**src/core/iprs_pkg.sv**
```systemverilog
`default_nettype none
package iprs_pkg;
    // ===========================================
    // register map (byte addresses)
    localparam logic [7:0] timer_clock_input_select_off   = 8'h00;
    localparam logic [7:0] capture_low_input_select_off   = 8'h04;
    localparam logic [7:0] capture_high_input_select_off  = 8'h08;
    localparam logic [7:0] compare_fault_input_select_off = 8'h0c;
    localparam logic [7:0] serial_port_input_select_off   = 8'h10;
    localparam logic [7:0] lock_control_off               = 8'h14;
    localparam logic [7:0] osc_control_off                = 8'h18;
    localparam logic [7:0] status_off                     = 8'h1c;
    // ===========================================
    // fields
    localparam int          sel_w        = 5;
    localparam int          hi_lsb       = 8;
    localparam int          lo_lsb       = 0;
    localparam int          num_sel      = 9;
    localparam int          num_pins     = 16;
    localparam logic [4:0]  sel_reset    = 5'h1f;
    localparam logic [7:0]  key_first    = 8'h46;
    localparam logic [7:0]  key_second   = 8'h57;
    localparam int          lock_bit     = 6;
    // selector indices
    localparam int s_t2 = 0, s_t3 = 1, s_ic1 = 2, s_ic2 = 3, s_ic7 = 4;
    localparam int s_ic8 = 5, s_ocf = 6, s_rx = 7, s_cts = 8;
    // ===========================================
    typedef enum logic [1:0] {iprs_unl_idle, iprs_unl_key1, iprs_unl_open} iprs_unl_e;
    typedef struct packed {
        logic [7:0]  addr;
        logic        write;
        logic        valid;
    } iprs_req_s;
endpackage : iprs_pkg
`default_nettype wire

```
**src/core/iprs_sel_mux.sv**
```systemverilog
`timescale 1ns/1ps
`default_nettype none
module iprs_sel_mux (
    input  wire logic [15:0] pins,
    input  wire logic [4:0]  sel,
    output logic             y
);
    // codes 16..31 tie to ground
    always_comb begin
        y = sel[4] ? 1'b0 : pins[sel[3:0]];
    end
endmodule : iprs_sel_mux
`default_nettype wire

```
**src/core/iprs_lock.sv**
```systemverilog
`timescale 1ns/1ps
`default_nettype none
module iprs_lock (
    input  wire logic       clk,
    input  wire logic       rst,
    input  wire logic       one_way_lock_config,
    input  wire logic       osc_wr,
    input  wire logic [7:0] osc_wdata,
    output logic            pin_select_lock
);
    iprs_pkg::iprs_unl_e st;
    iprs_pkg::iprs_unl_e next_st;
    logic                next_lock;
    logic                was_set;
    logic                next_was_set;

    always_comb begin
        next_st      = st;
        next_lock    = pin_select_lock;
        next_was_set = was_set;
        if (osc_wr) begin
            unique case (st)
                iprs_pkg::iprs_unl_idle: begin
                    next_st = (osc_wdata == iprs_pkg::key_first) ? iprs_pkg::iprs_unl_key1
                                                                  : iprs_pkg::iprs_unl_idle;
                end
                iprs_pkg::iprs_unl_key1: begin
                    next_st = (osc_wdata == iprs_pkg::key_second) ? iprs_pkg::iprs_unl_open
                                                                   : iprs_pkg::iprs_unl_idle;
                end
                iprs_pkg::iprs_unl_open: begin
                    next_st = iprs_pkg::iprs_unl_idle;
                    if (osc_wdata[iprs_pkg::lock_bit]) begin
                        next_lock    = 1'b1;
                        next_was_set = 1'b1;
                    end else if (!(one_way_lock_config && was_set)) begin
                        next_lock = 1'b0;
                    end
                end
                default: begin
                    next_st = iprs_pkg::iprs_unl_idle;
                end
            endcase
        end
    end

    always_ff @(posedge clk) begin
        if (rst) begin
            st              <= iprs_pkg::iprs_unl_idle;
            pin_select_lock <= 1'b0;
            was_set         <= 1'b0;
        end else begin
            st              <= next_st;
            pin_select_lock <= next_lock;
            was_set         <= next_was_set;
        end
    end

    chk_one_way_hold: assert property (@(posedge clk) disable iff (rst)
        (one_way_lock_config && was_set && pin_select_lock) |=> pin_select_lock)
        else $error("lock cleared under one-way config");
    chk_lock_needs_key: assert property (@(posedge clk) disable iff (rst)
        $changed(pin_select_lock) |-> $past(st) == iprs_pkg::iprs_unl_open)
        else $error("lock changed without key sequence");
endmodule : iprs_lock
`default_nettype wire

```
**src/core/iprs_input_remap.sv**
```systemverilog
`timescale 1ns/1ps
`default_nettype none
// Function
// - bits 12:8 select timer three clock pin
// - bits 4:0 select timer two clock pin
// - bits 12:8 select capture two pin
// - bits 4:0 select capture one pin
// - bits 12:8 select capture eight pin
// - bits 4:0 select capture seven pin
// - fault selector bits 4:0, rest unused
// - bits 12:8 select uart cts pin
// - bits 4:0 select uart rx pin
// - all ones ties input to ground
// - codes 0..15 pick that pin
// - unused bits read zero, ignore writes
// - selectors read/write, reset to ones
// - lock set discards selector writes silently
// - shadow mismatch raises configuration reset
// - one-way config keeps lock set
module iprs_input_remap (
    input  wire logic        clk,
    input  wire logic        rst,
    input  wire logic        hsel,
    input  wire logic [31:0] haddr,
    input  wire logic [1:0]  htrans,
    input  wire logic        hwrite,
    input  wire logic [2:0]  hsize,
    input  wire logic [31:0] hwdata,
    input  wire logic        hready,
    output logic [31:0]      hrdata,
    output logic             hreadyout,
    output logic             hresp,
    input  wire logic        one_way_lock_config,
    input  wire logic [15:0] remappable_pin,
    output logic             timer_two_ext_clock,
    output logic             timer_three_ext_clock,
    output logic             capture_one_input,
    output logic             capture_two_input,
    output logic             capture_seven_input,
    output logic             capture_eight_input,
    output logic             compare_fault_input,
    output logic             uart_receive_in,
    output logic             uart_clear_to_send_in,
    output logic             config_mismatch_reset
);
    // ===========================================
    // bus address phase capture
    iprs_pkg::iprs_req_s req;
    iprs_pkg::iprs_req_s next_req;
    logic [4:0]          sel     [iprs_pkg::num_sel];
    logic [4:0]          next_sel[iprs_pkg::num_sel];
    logic [4:0]          shadow  [iprs_pkg::num_sel];
    logic [31:0]         next_hrdata;
    logic                pin_select_lock;
    logic                osc_wr;
    logic                sel_wr;
    logic                next_mismatch;

    assign hreadyout = 1'b1;
    assign hresp     = 1'b0;

    always_comb begin
        next_req.valid = hsel && hready && htrans[1];
        next_req.write = hwrite;
        next_req.addr  = haddr[7:0];
    end

    assign osc_wr = req.valid && req.write && (req.addr == iprs_pkg::osc_control_off);
    assign sel_wr = req.valid && req.write && !pin_select_lock;

    // ===========================================
    // selector registers
    always_comb begin
        for (int i = 0; i < iprs_pkg::num_sel; i++) begin
            next_sel[i] = sel[i];
        end
        if (sel_wr) begin
            unique case (req.addr)
                iprs_pkg::timer_clock_input_select_off: begin
                    next_sel[iprs_pkg::s_t3] = hwdata[12:8];
                    next_sel[iprs_pkg::s_t2] = hwdata[4:0];
                end
                iprs_pkg::capture_low_input_select_off: begin
                    next_sel[iprs_pkg::s_ic2] = hwdata[12:8];
                    next_sel[iprs_pkg::s_ic1] = hwdata[4:0];
                end
                iprs_pkg::capture_high_input_select_off: begin
                    next_sel[iprs_pkg::s_ic8] = hwdata[12:8];
                    next_sel[iprs_pkg::s_ic7] = hwdata[4:0];
                end
                iprs_pkg::compare_fault_input_select_off: begin
                    next_sel[iprs_pkg::s_ocf] = hwdata[4:0];
                end
                iprs_pkg::serial_port_input_select_off: begin
                    next_sel[iprs_pkg::s_cts] = hwdata[12:8];
                    next_sel[iprs_pkg::s_rx]  = hwdata[4:0];
                end
                default: begin
                end
            endcase
        end
    end

    always_ff @(posedge clk) begin
        for (int i = 0; i < iprs_pkg::num_sel; i++) begin
            if (rst) begin
                sel[i]    <= iprs_pkg::sel_reset;
                shadow[i] <= iprs_pkg::sel_reset;
            end else begin
                sel[i]    <= next_sel[i];
                shadow[i] <= next_sel[i];
            end
        end
    end

    // ===========================================
    // mismatch monitor
    always_comb begin
        next_mismatch = 1'b0;
        for (int i = 0; i < iprs_pkg::num_sel; i++) begin
            next_mismatch = next_mismatch | (sel[i] != shadow[i]);
        end
    end

    always_ff @(posedge clk) begin
        if (rst) begin
            config_mismatch_reset <= 1'b0;
        end else begin
            config_mismatch_reset <= next_mismatch;
        end
    end

    // ===========================================
    // read data
    always_comb begin
        next_hrdata = 32'h0000_0000;
        if (next_req.valid && !hwrite) begin
            unique case (haddr[7:0])
                iprs_pkg::timer_clock_input_select_off:
                    next_hrdata = {19'h0, sel[iprs_pkg::s_t3], 3'h0, sel[iprs_pkg::s_t2]};
                iprs_pkg::capture_low_input_select_off:
                    next_hrdata = {19'h0, sel[iprs_pkg::s_ic2], 3'h0, sel[iprs_pkg::s_ic1]};
                iprs_pkg::capture_high_input_select_off:
                    next_hrdata = {19'h0, sel[iprs_pkg::s_ic8], 3'h0, sel[iprs_pkg::s_ic7]};
                iprs_pkg::compare_fault_input_select_off:
                    next_hrdata = {27'h0, sel[iprs_pkg::s_ocf]};
                iprs_pkg::serial_port_input_select_off:
                    next_hrdata = {19'h0, sel[iprs_pkg::s_cts], 3'h0, sel[iprs_pkg::s_rx]};
                iprs_pkg::osc_control_off:
                    next_hrdata = {25'h0, pin_select_lock, 6'h0};
                default:
                    next_hrdata = 32'h0000_0000;
            endcase
        end
    end

    always_ff @(posedge clk) begin
        if (rst) begin
            req    <= '0;
            hrdata <= 32'h0000_0000;
        end else begin
            req    <= next_req;
            hrdata <= next_hrdata;
        end
    end

    // ===========================================
    // lock and muxes
    iprs_lock u_lock (
        .clk                 (clk),
        .rst                 (rst),
        .one_way_lock_config (one_way_lock_config),
        .osc_wr              (osc_wr),
        .osc_wdata           (hwdata[7:0]),
        .pin_select_lock     (pin_select_lock)
    );

    logic [iprs_pkg::num_sel-1:0] mux_out;
    for (genvar g = 0; g < iprs_pkg::num_sel; g++) begin : g_mux
        iprs_sel_mux u_mux (
            .pins (remappable_pin),
            .sel  (sel[g]),
            .y    (mux_out[g])
        );
    end

    assign timer_two_ext_clock   = mux_out[iprs_pkg::s_t2];
    assign timer_three_ext_clock = mux_out[iprs_pkg::s_t3];
    assign capture_one_input     = mux_out[iprs_pkg::s_ic1];
    assign capture_two_input     = mux_out[iprs_pkg::s_ic2];
    assign capture_seven_input   = mux_out[iprs_pkg::s_ic7];
    assign capture_eight_input   = mux_out[iprs_pkg::s_ic8];
    assign compare_fault_input   = mux_out[iprs_pkg::s_ocf];
    assign uart_receive_in       = mux_out[iprs_pkg::s_rx];
    assign uart_clear_to_send_in = mux_out[iprs_pkg::s_cts];

    // ===========================================
    chk_lock_blocks: assert property (@(posedge clk) disable iff (rst)
        (req.valid && req.write && pin_select_lock) |=> $stable(sel[iprs_pkg::s_rx]))
        else $error("selector changed while locked");
    chk_rx_write: assert property (@(posedge clk) disable iff (rst)
        (req.valid && req.write && !pin_select_lock
         && req.addr == iprs_pkg::serial_port_input_select_off)
        |=> sel[iprs_pkg::s_rx] == $past(hwdata[4:0]))
        else $error("uart rx selector not written");
    chk_t3_write: assert property (@(posedge clk) disable iff (rst)
        (req.valid && req.write && !pin_select_lock
         && req.addr == iprs_pkg::timer_clock_input_select_off)
        |=> sel[iprs_pkg::s_t3] == $past(hwdata[12:8]))
        else $error("timer three selector not written");
    chk_ground_tie: assert property (@(posedge clk) disable iff (rst)
        sel[iprs_pkg::s_ic1][4] |-> !capture_one_input)
        else $error("high selector code not grounded");
    chk_pin_route: assert property (@(posedge clk) disable iff (rst)
        !sel[iprs_pkg::s_cts][4]
        |-> uart_clear_to_send_in == remappable_pin[sel[iprs_pkg::s_cts][3:0]])
        else $error("cts not routed from selected pin");
    chk_reset_ones: assert property (@(posedge clk)
        rst |=> sel[iprs_pkg::s_ocf] == iprs_pkg::sel_reset)
        else $error("selector reset value wrong");
    chk_unused_zero: assert property (@(posedge clk) disable iff (rst)
        (hrdata[31:13] == 19'h0) && (hrdata[7] == 1'b0))
        else $error("unused read bits not zero");
    chk_no_mismatch: assert property (@(posedge clk) disable iff (rst)
        ##1 !config_mismatch_reset)
        else $error("shadow mismatch raised");
endmodule : iprs_input_remap
`default_nettype wire

```
**config.mk**
```make
export PLATFORM = sky130hd
export DESIGN_NAME = iprs_input_remap
export DESIGN_NICKNAME = d
export VERILOG_FILES = /design/src/core/iprs_pkg.sv /design/src/core/iprs_sel_mux.sv /design/src/core/iprs_lock.sv /design/src/core/iprs_input_remap.sv
export SDC_FILE = /design/constraint.sdc
export NUM_CORES = 1
export LEC_CHECK = 0
export BUFFER_PORTS_ARGS = -buffer_cell sky130_fd_sc_hd__buf_2
export CORE_ASPECT_RATIO = 1.75
export CORE_UTILIZATION = 53
export CTS_BUF_LIST = sky130_fd_sc_hd__clkbuf_4
export DETAILED_ROUTE_END_ITERATION = 16
export PLACE_DENSITY_LB_ADDON = 0.15
export SYNTH_ARGS = -nofsm -noshare
export SYNTH_HDL_FRONTEND = slang
export SYNTH_SLANG_ARGS = --single-unit
```
**constraint.sdc**
```tcl
create_clock -name clk -period 2.8 [get_ports clk]
set_input_delay 0.56 -clock clk [delete_from_list [all_inputs] [get_ports clk]]
set_output_delay 0.56 -clock clk [all_outputs]
set_load 0.02 [all_outputs]
```
---- Yosys cells after proc, flatten, opt, wreduce, memory -nomap -nowiden ----
Memories as Yosys holds them, arrays and structs flattened.
Index checks and enable logic that the tools add are counted.
cells by class
  $lt $le $gt $ge ......................... 9
  equality and inequality tests ........... 24
  muxes and demuxes ....................... 60
  bitwise gates (word level) .............. 27
  reduce and logical (&&, ||, !) cells .... 15
operators with widths
  cell                count
  $mux 5              19
  $pmux 13 s6         1
  $lt 4x5->1 const B  9
  $mux 45             1
  $ne 5x5->1          9
  $mux 10             4
  $bmux 1 s4          9
  $eq 8x4->1 const B  4
  $eq 8x5->1 const B  4
  $or 1x1->1          26
  $mux 1              24
  $eq 8x3->1 const B  2
  $eq 8x7->1 const B  2
  $logic_not 8->1     2
  $logic_and 1x1->1   7
  $reduce_and 3->1    2
  $pmux 2 s2          1
  $eq 2x1->1 const B  1
  $eq 2x2->1 const B  1
  $logic_not 1->1     2
  $logic_not 2->1     1
  $mux 2              1
  $ne 2x2->1 const B  1
  $reduce_or 2->1     1
  $not 1->1           1
storage, ports and cells
  register bits after elaboration ......... 47
  memory bits (writable) .................. 90
  bits of input ports ..................... 91
  logic and storage cells ................. 145
  memories ................................ 2
memories
  name    depth  bits a word  read ports  clocked after memory_dff  wr ports  RTL line                text
  sel     9      5            9           0                         9         iprs_input_remap.sv:50  logic [4:0] sel [iprs_pkg::num_sel];
  shadow  9      5            9           0                         9         iprs_input_remap.sv:52  logic [4:0] shadow [iprs_pkg::num_sel];

---- Logic depth before layout (Yosys ltp) ----
An unclocked memory read counts as a cell.
  word-level depth ........................ 10
  depth in mapped cells ................... 7
  mapped depth without buffers ............ 4

---- By module ----
Synthesis repeated with hierarchy kept, for this count alone.
second synthesis, totals
  cells, all modules ...................... 443
  area, all modules ....................... 4,379.2 um^2
by module, submodules not included
  module            instances  cells each  area an instance (um^2)  sequential area each (um^2)
  iprs_input_remap  1          288         2,849.0                  1,321.3
  iprs_sel_mux      9          15          148.9                    0.0
  iprs_lock         1          20          190.2                    80.1

---- Worst setup path after synthesis ----
No wires, ideal clock.
  kind .................................... reg-to-output
  start point ............................. memory shadow[3][1]
  end point ............................... output capture_two_input
  arrival time ............................ 1,702 ps
  required time ........................... 2,240 ps
  setup slack ............................. 538 ps
  cell stages (with the launch flop) ...... 5
  path through ............................ dfxtp_1 > clkbuf_1 > mux4_2 > o21ai_0 > o41ai_1
RTL lines
  what         RTL line                text
  from (decl)  iprs_input_remap.sv:52
  to (decl)    iprs_input_remap.sv:38  output logic capture_two_input,

==> results.cfg <==
[timing]
setup_viol = 0
setup_ws_ns = 0.160
clock_skew_ns = 0.0121
rsz0062_at_grt = no
relSlewSlack_pct = 59.8
hold_viol = 0
drv_slew = 0
period_needed_ns = 2.64
fin_crit_sh_pct = 94.3
worst_slew_pin_slew_ns = 0.600
fmax_mhz = 379
finalSetupTns_ns = 0

[yosys]
synth_ff_type = dfxtp_1
synth_area_um2 = 4320
synthArstFlopShare_pct = 0
yosys.area.top_type = dfxtp_1
synthTopCellsByArea = dfxtp_1 32%, mux2i_1 15%, mux4_2 12%
avgSynthCellArea_um2 = 9.55
netlist_instances = 452
synth_warnings = 0
synth_commonest_cells = 70 x dfxtp_1, 63 x mux2i_1, 43 x nand2_1, 26 x buf_4, 25 x nor2b_1
synth_cell_type_count = 43
synth.most_common_cell = dfxtp_1
synth_enable_flop_cells = 0
synth.top_cell.area_share_pct = 32.5
ys_seq_area_share_pct = 32.5
yosys_register_bits = 70

[critical_path]
worstPathRequired_ns = 2.24
critPathCapture = uart_clear_to_send_in
end_kind = output port
startpoint = sel[8][1]
critPathArrivalTime_ns = 2.08
r2r_end = sel[7][1]
reg2reg_slack_ns = 0.83
r2r_start = req[2]
ff2ff_path_depth = 4
critPathLaunchType = flop
critPathMaxFanout = 9
worstSetupPathType = reg2out

[die]
num_rows = 43
die_area_um2 = 8530
start_util_pct = 54.6
io_pins = 135
die_h_um = 121
die_w_um = 70.2
core-area_um2 = 7910

[global_route]
grt_pass1_vias = 3460
antenna_found_initial = 0
grt_overflow_total = 0
grt_pass1_wl_um = 18300
grt_usage_pct = 28.3
grt_max_degree = 29

[power]
p_leak_uw = 0.00193
p_per_area_nw_per_um2 = 398
irDropWorstVdd_mv = 0.300

[hold_path]
min_path_type = in2reg

[detailed_routing]
drc_errors = 0
vias = 3695
firstDrtPassIters = 4
wl_um = 11500
ant_nets = 0
wl_per_cell_um = 19.3
drt_iter0_drc = 192
via_per_inst = 6.19

[clocking]
clockBufferDepth = 2
clkSinkCount = 70
cts_setup_buffers = 0
clock_latency_ns = 0.43
cts_max_level = 3
cts_tree = yes
clk_pin_slew_ns = 0.12
cts-root-buf = clkbuf_4
cts_hold_buf = 0
numCtsBuffers = 9

[outcome]
status = completed

[run]
cap_violations = 0

[placement]
dp.cells = 581
place_hpwl_um = 8200
port_buffers = 63
pre_cts_ws_ns = 0.351
gp_congestion = 0.871

[finish]
fin_util_pct = 59.6
insertedDiodeCount = 0
stdcell_count = 597
syn2layout_area_growth_pct = 9.21
layout.nets = 593
drive_gt1_share_pct = 27.6
==> per-stage QoR <==
step	area (µm²)	hold slack [ns]	power [µW]
6_report	4720	0.356	1880
3_3_place_gp	4580	0.436	1250
5_1_grt	4720	0.348	1950
3_5_place_dp	4580	0.444	1250
2_1_floorplan	4400	0.426	1190
4_1_cts	4710	0.343	1880
==> power by group <==
part	internal (µW)	switching (µW)	total, µW
Clock	266	377	644
Sequential	1000	4.93	1010
Combinational	83.2	141	224
==> cell usage in the layout, fill, tap and decap left out, types with 3 or more instances in the layout <==
master / count
a2111oi_0: 7
a21oi_1: 21
a22oi_1: 10
buf_2: 63
buf_4: 9
clkbuf_4: 9
clkinv_1: 3
conb_1: 24
dfxtp_1: 64
dfxtp_2: 6
inv_1: 6
mux2_2: 6
mux2i_1: 63
mux4_2: 23
nand2_1: 43
nand3_1: 17
nand3b_1: 8
nand4_1: 7
nand4b_1: 3
nor2_1: 19
nor2b_1: 25
nor3_1: 8
nor3_2: 5
nor3b_1: 6
o211ai_1: 3
o21ai_0: 4
o2bb2ai_1: 5
or2_2: 7
or4_1: 8
==> critical path, cell delays in order (launching register included) <==
cell,delay [ns]
dfxtp_2,0.50
mux2_2,0.20
nor3b_1,0.04
or4_1,0.51
a21oi_1,0.21
buf_2,0.20
==> sequential cells by signal, summed over array words and instances (netlist names) <==
name and cells:
u_lock.was_set 1, req 10, u_lock.pin_select_lock 1, u_lock.st 2, shadow 35, hrdata 11
sel 10
==> worst min-delay path by stage <==
| stage | start | endpoint | slack, ns | depth (start not counted) |
|---|---|---|---|---|
| after floorplan | u_lock.was_set | u_lock.was_set | 0.43 | 2 |
| after global placement | u_lock.was_set | u_lock.was_set | 0.44 | 2 |
| after detailed placement | u_lock.was_set | u_lock.was_set | 0.44 | 2 |
| after CTS | haddr[0] | req[2] | 0.34 | 2 |
| after global routing | haddr[5] | req[7] | 0.35 | 2 |
| final | hwrite | req[1] | 0.36 | 2 |
==> cell type report <==
class	count	area, µm²
Tap cell	90	113
Inverter	7	26.3
Clock buffer	9	67.6
Timing Repair Buffer	72	383
Clock inverter	7	63.8
Multi-Input combinational cell	342	2650
Sequential cell	70	1410
Fill cell	715	3190
==> logic make-up after synthesis <==
logic type      Yosys count  synth area share [%]
flops                    70                  32.5
mux                      92                  28.2
other cells               2                 0.174
compound gates           53                  8.08
buf+inv                  62                  8.40
simple gates            173                  22.7
==> routing by layer <==
layer | vias to the layer above | GRT usage, % | wire, µm
met3 | 25 | 5.07 | 694
met2 | 163 | 49.5 | 5970
met4 | 0 | 12.3 | 310
met5 | - | 0 | 0
li1 | 1725 | - | -
met1 | 1782 | 33.3 | 4580
==> timing repair <==
item	4_1_cts	5_1_grt
endpoints found under the setup margin	1	5
gates cloned	0	0
pin swaps	0	0
gates resized for setup	1	5
Power figures use the tool's default switching activity.
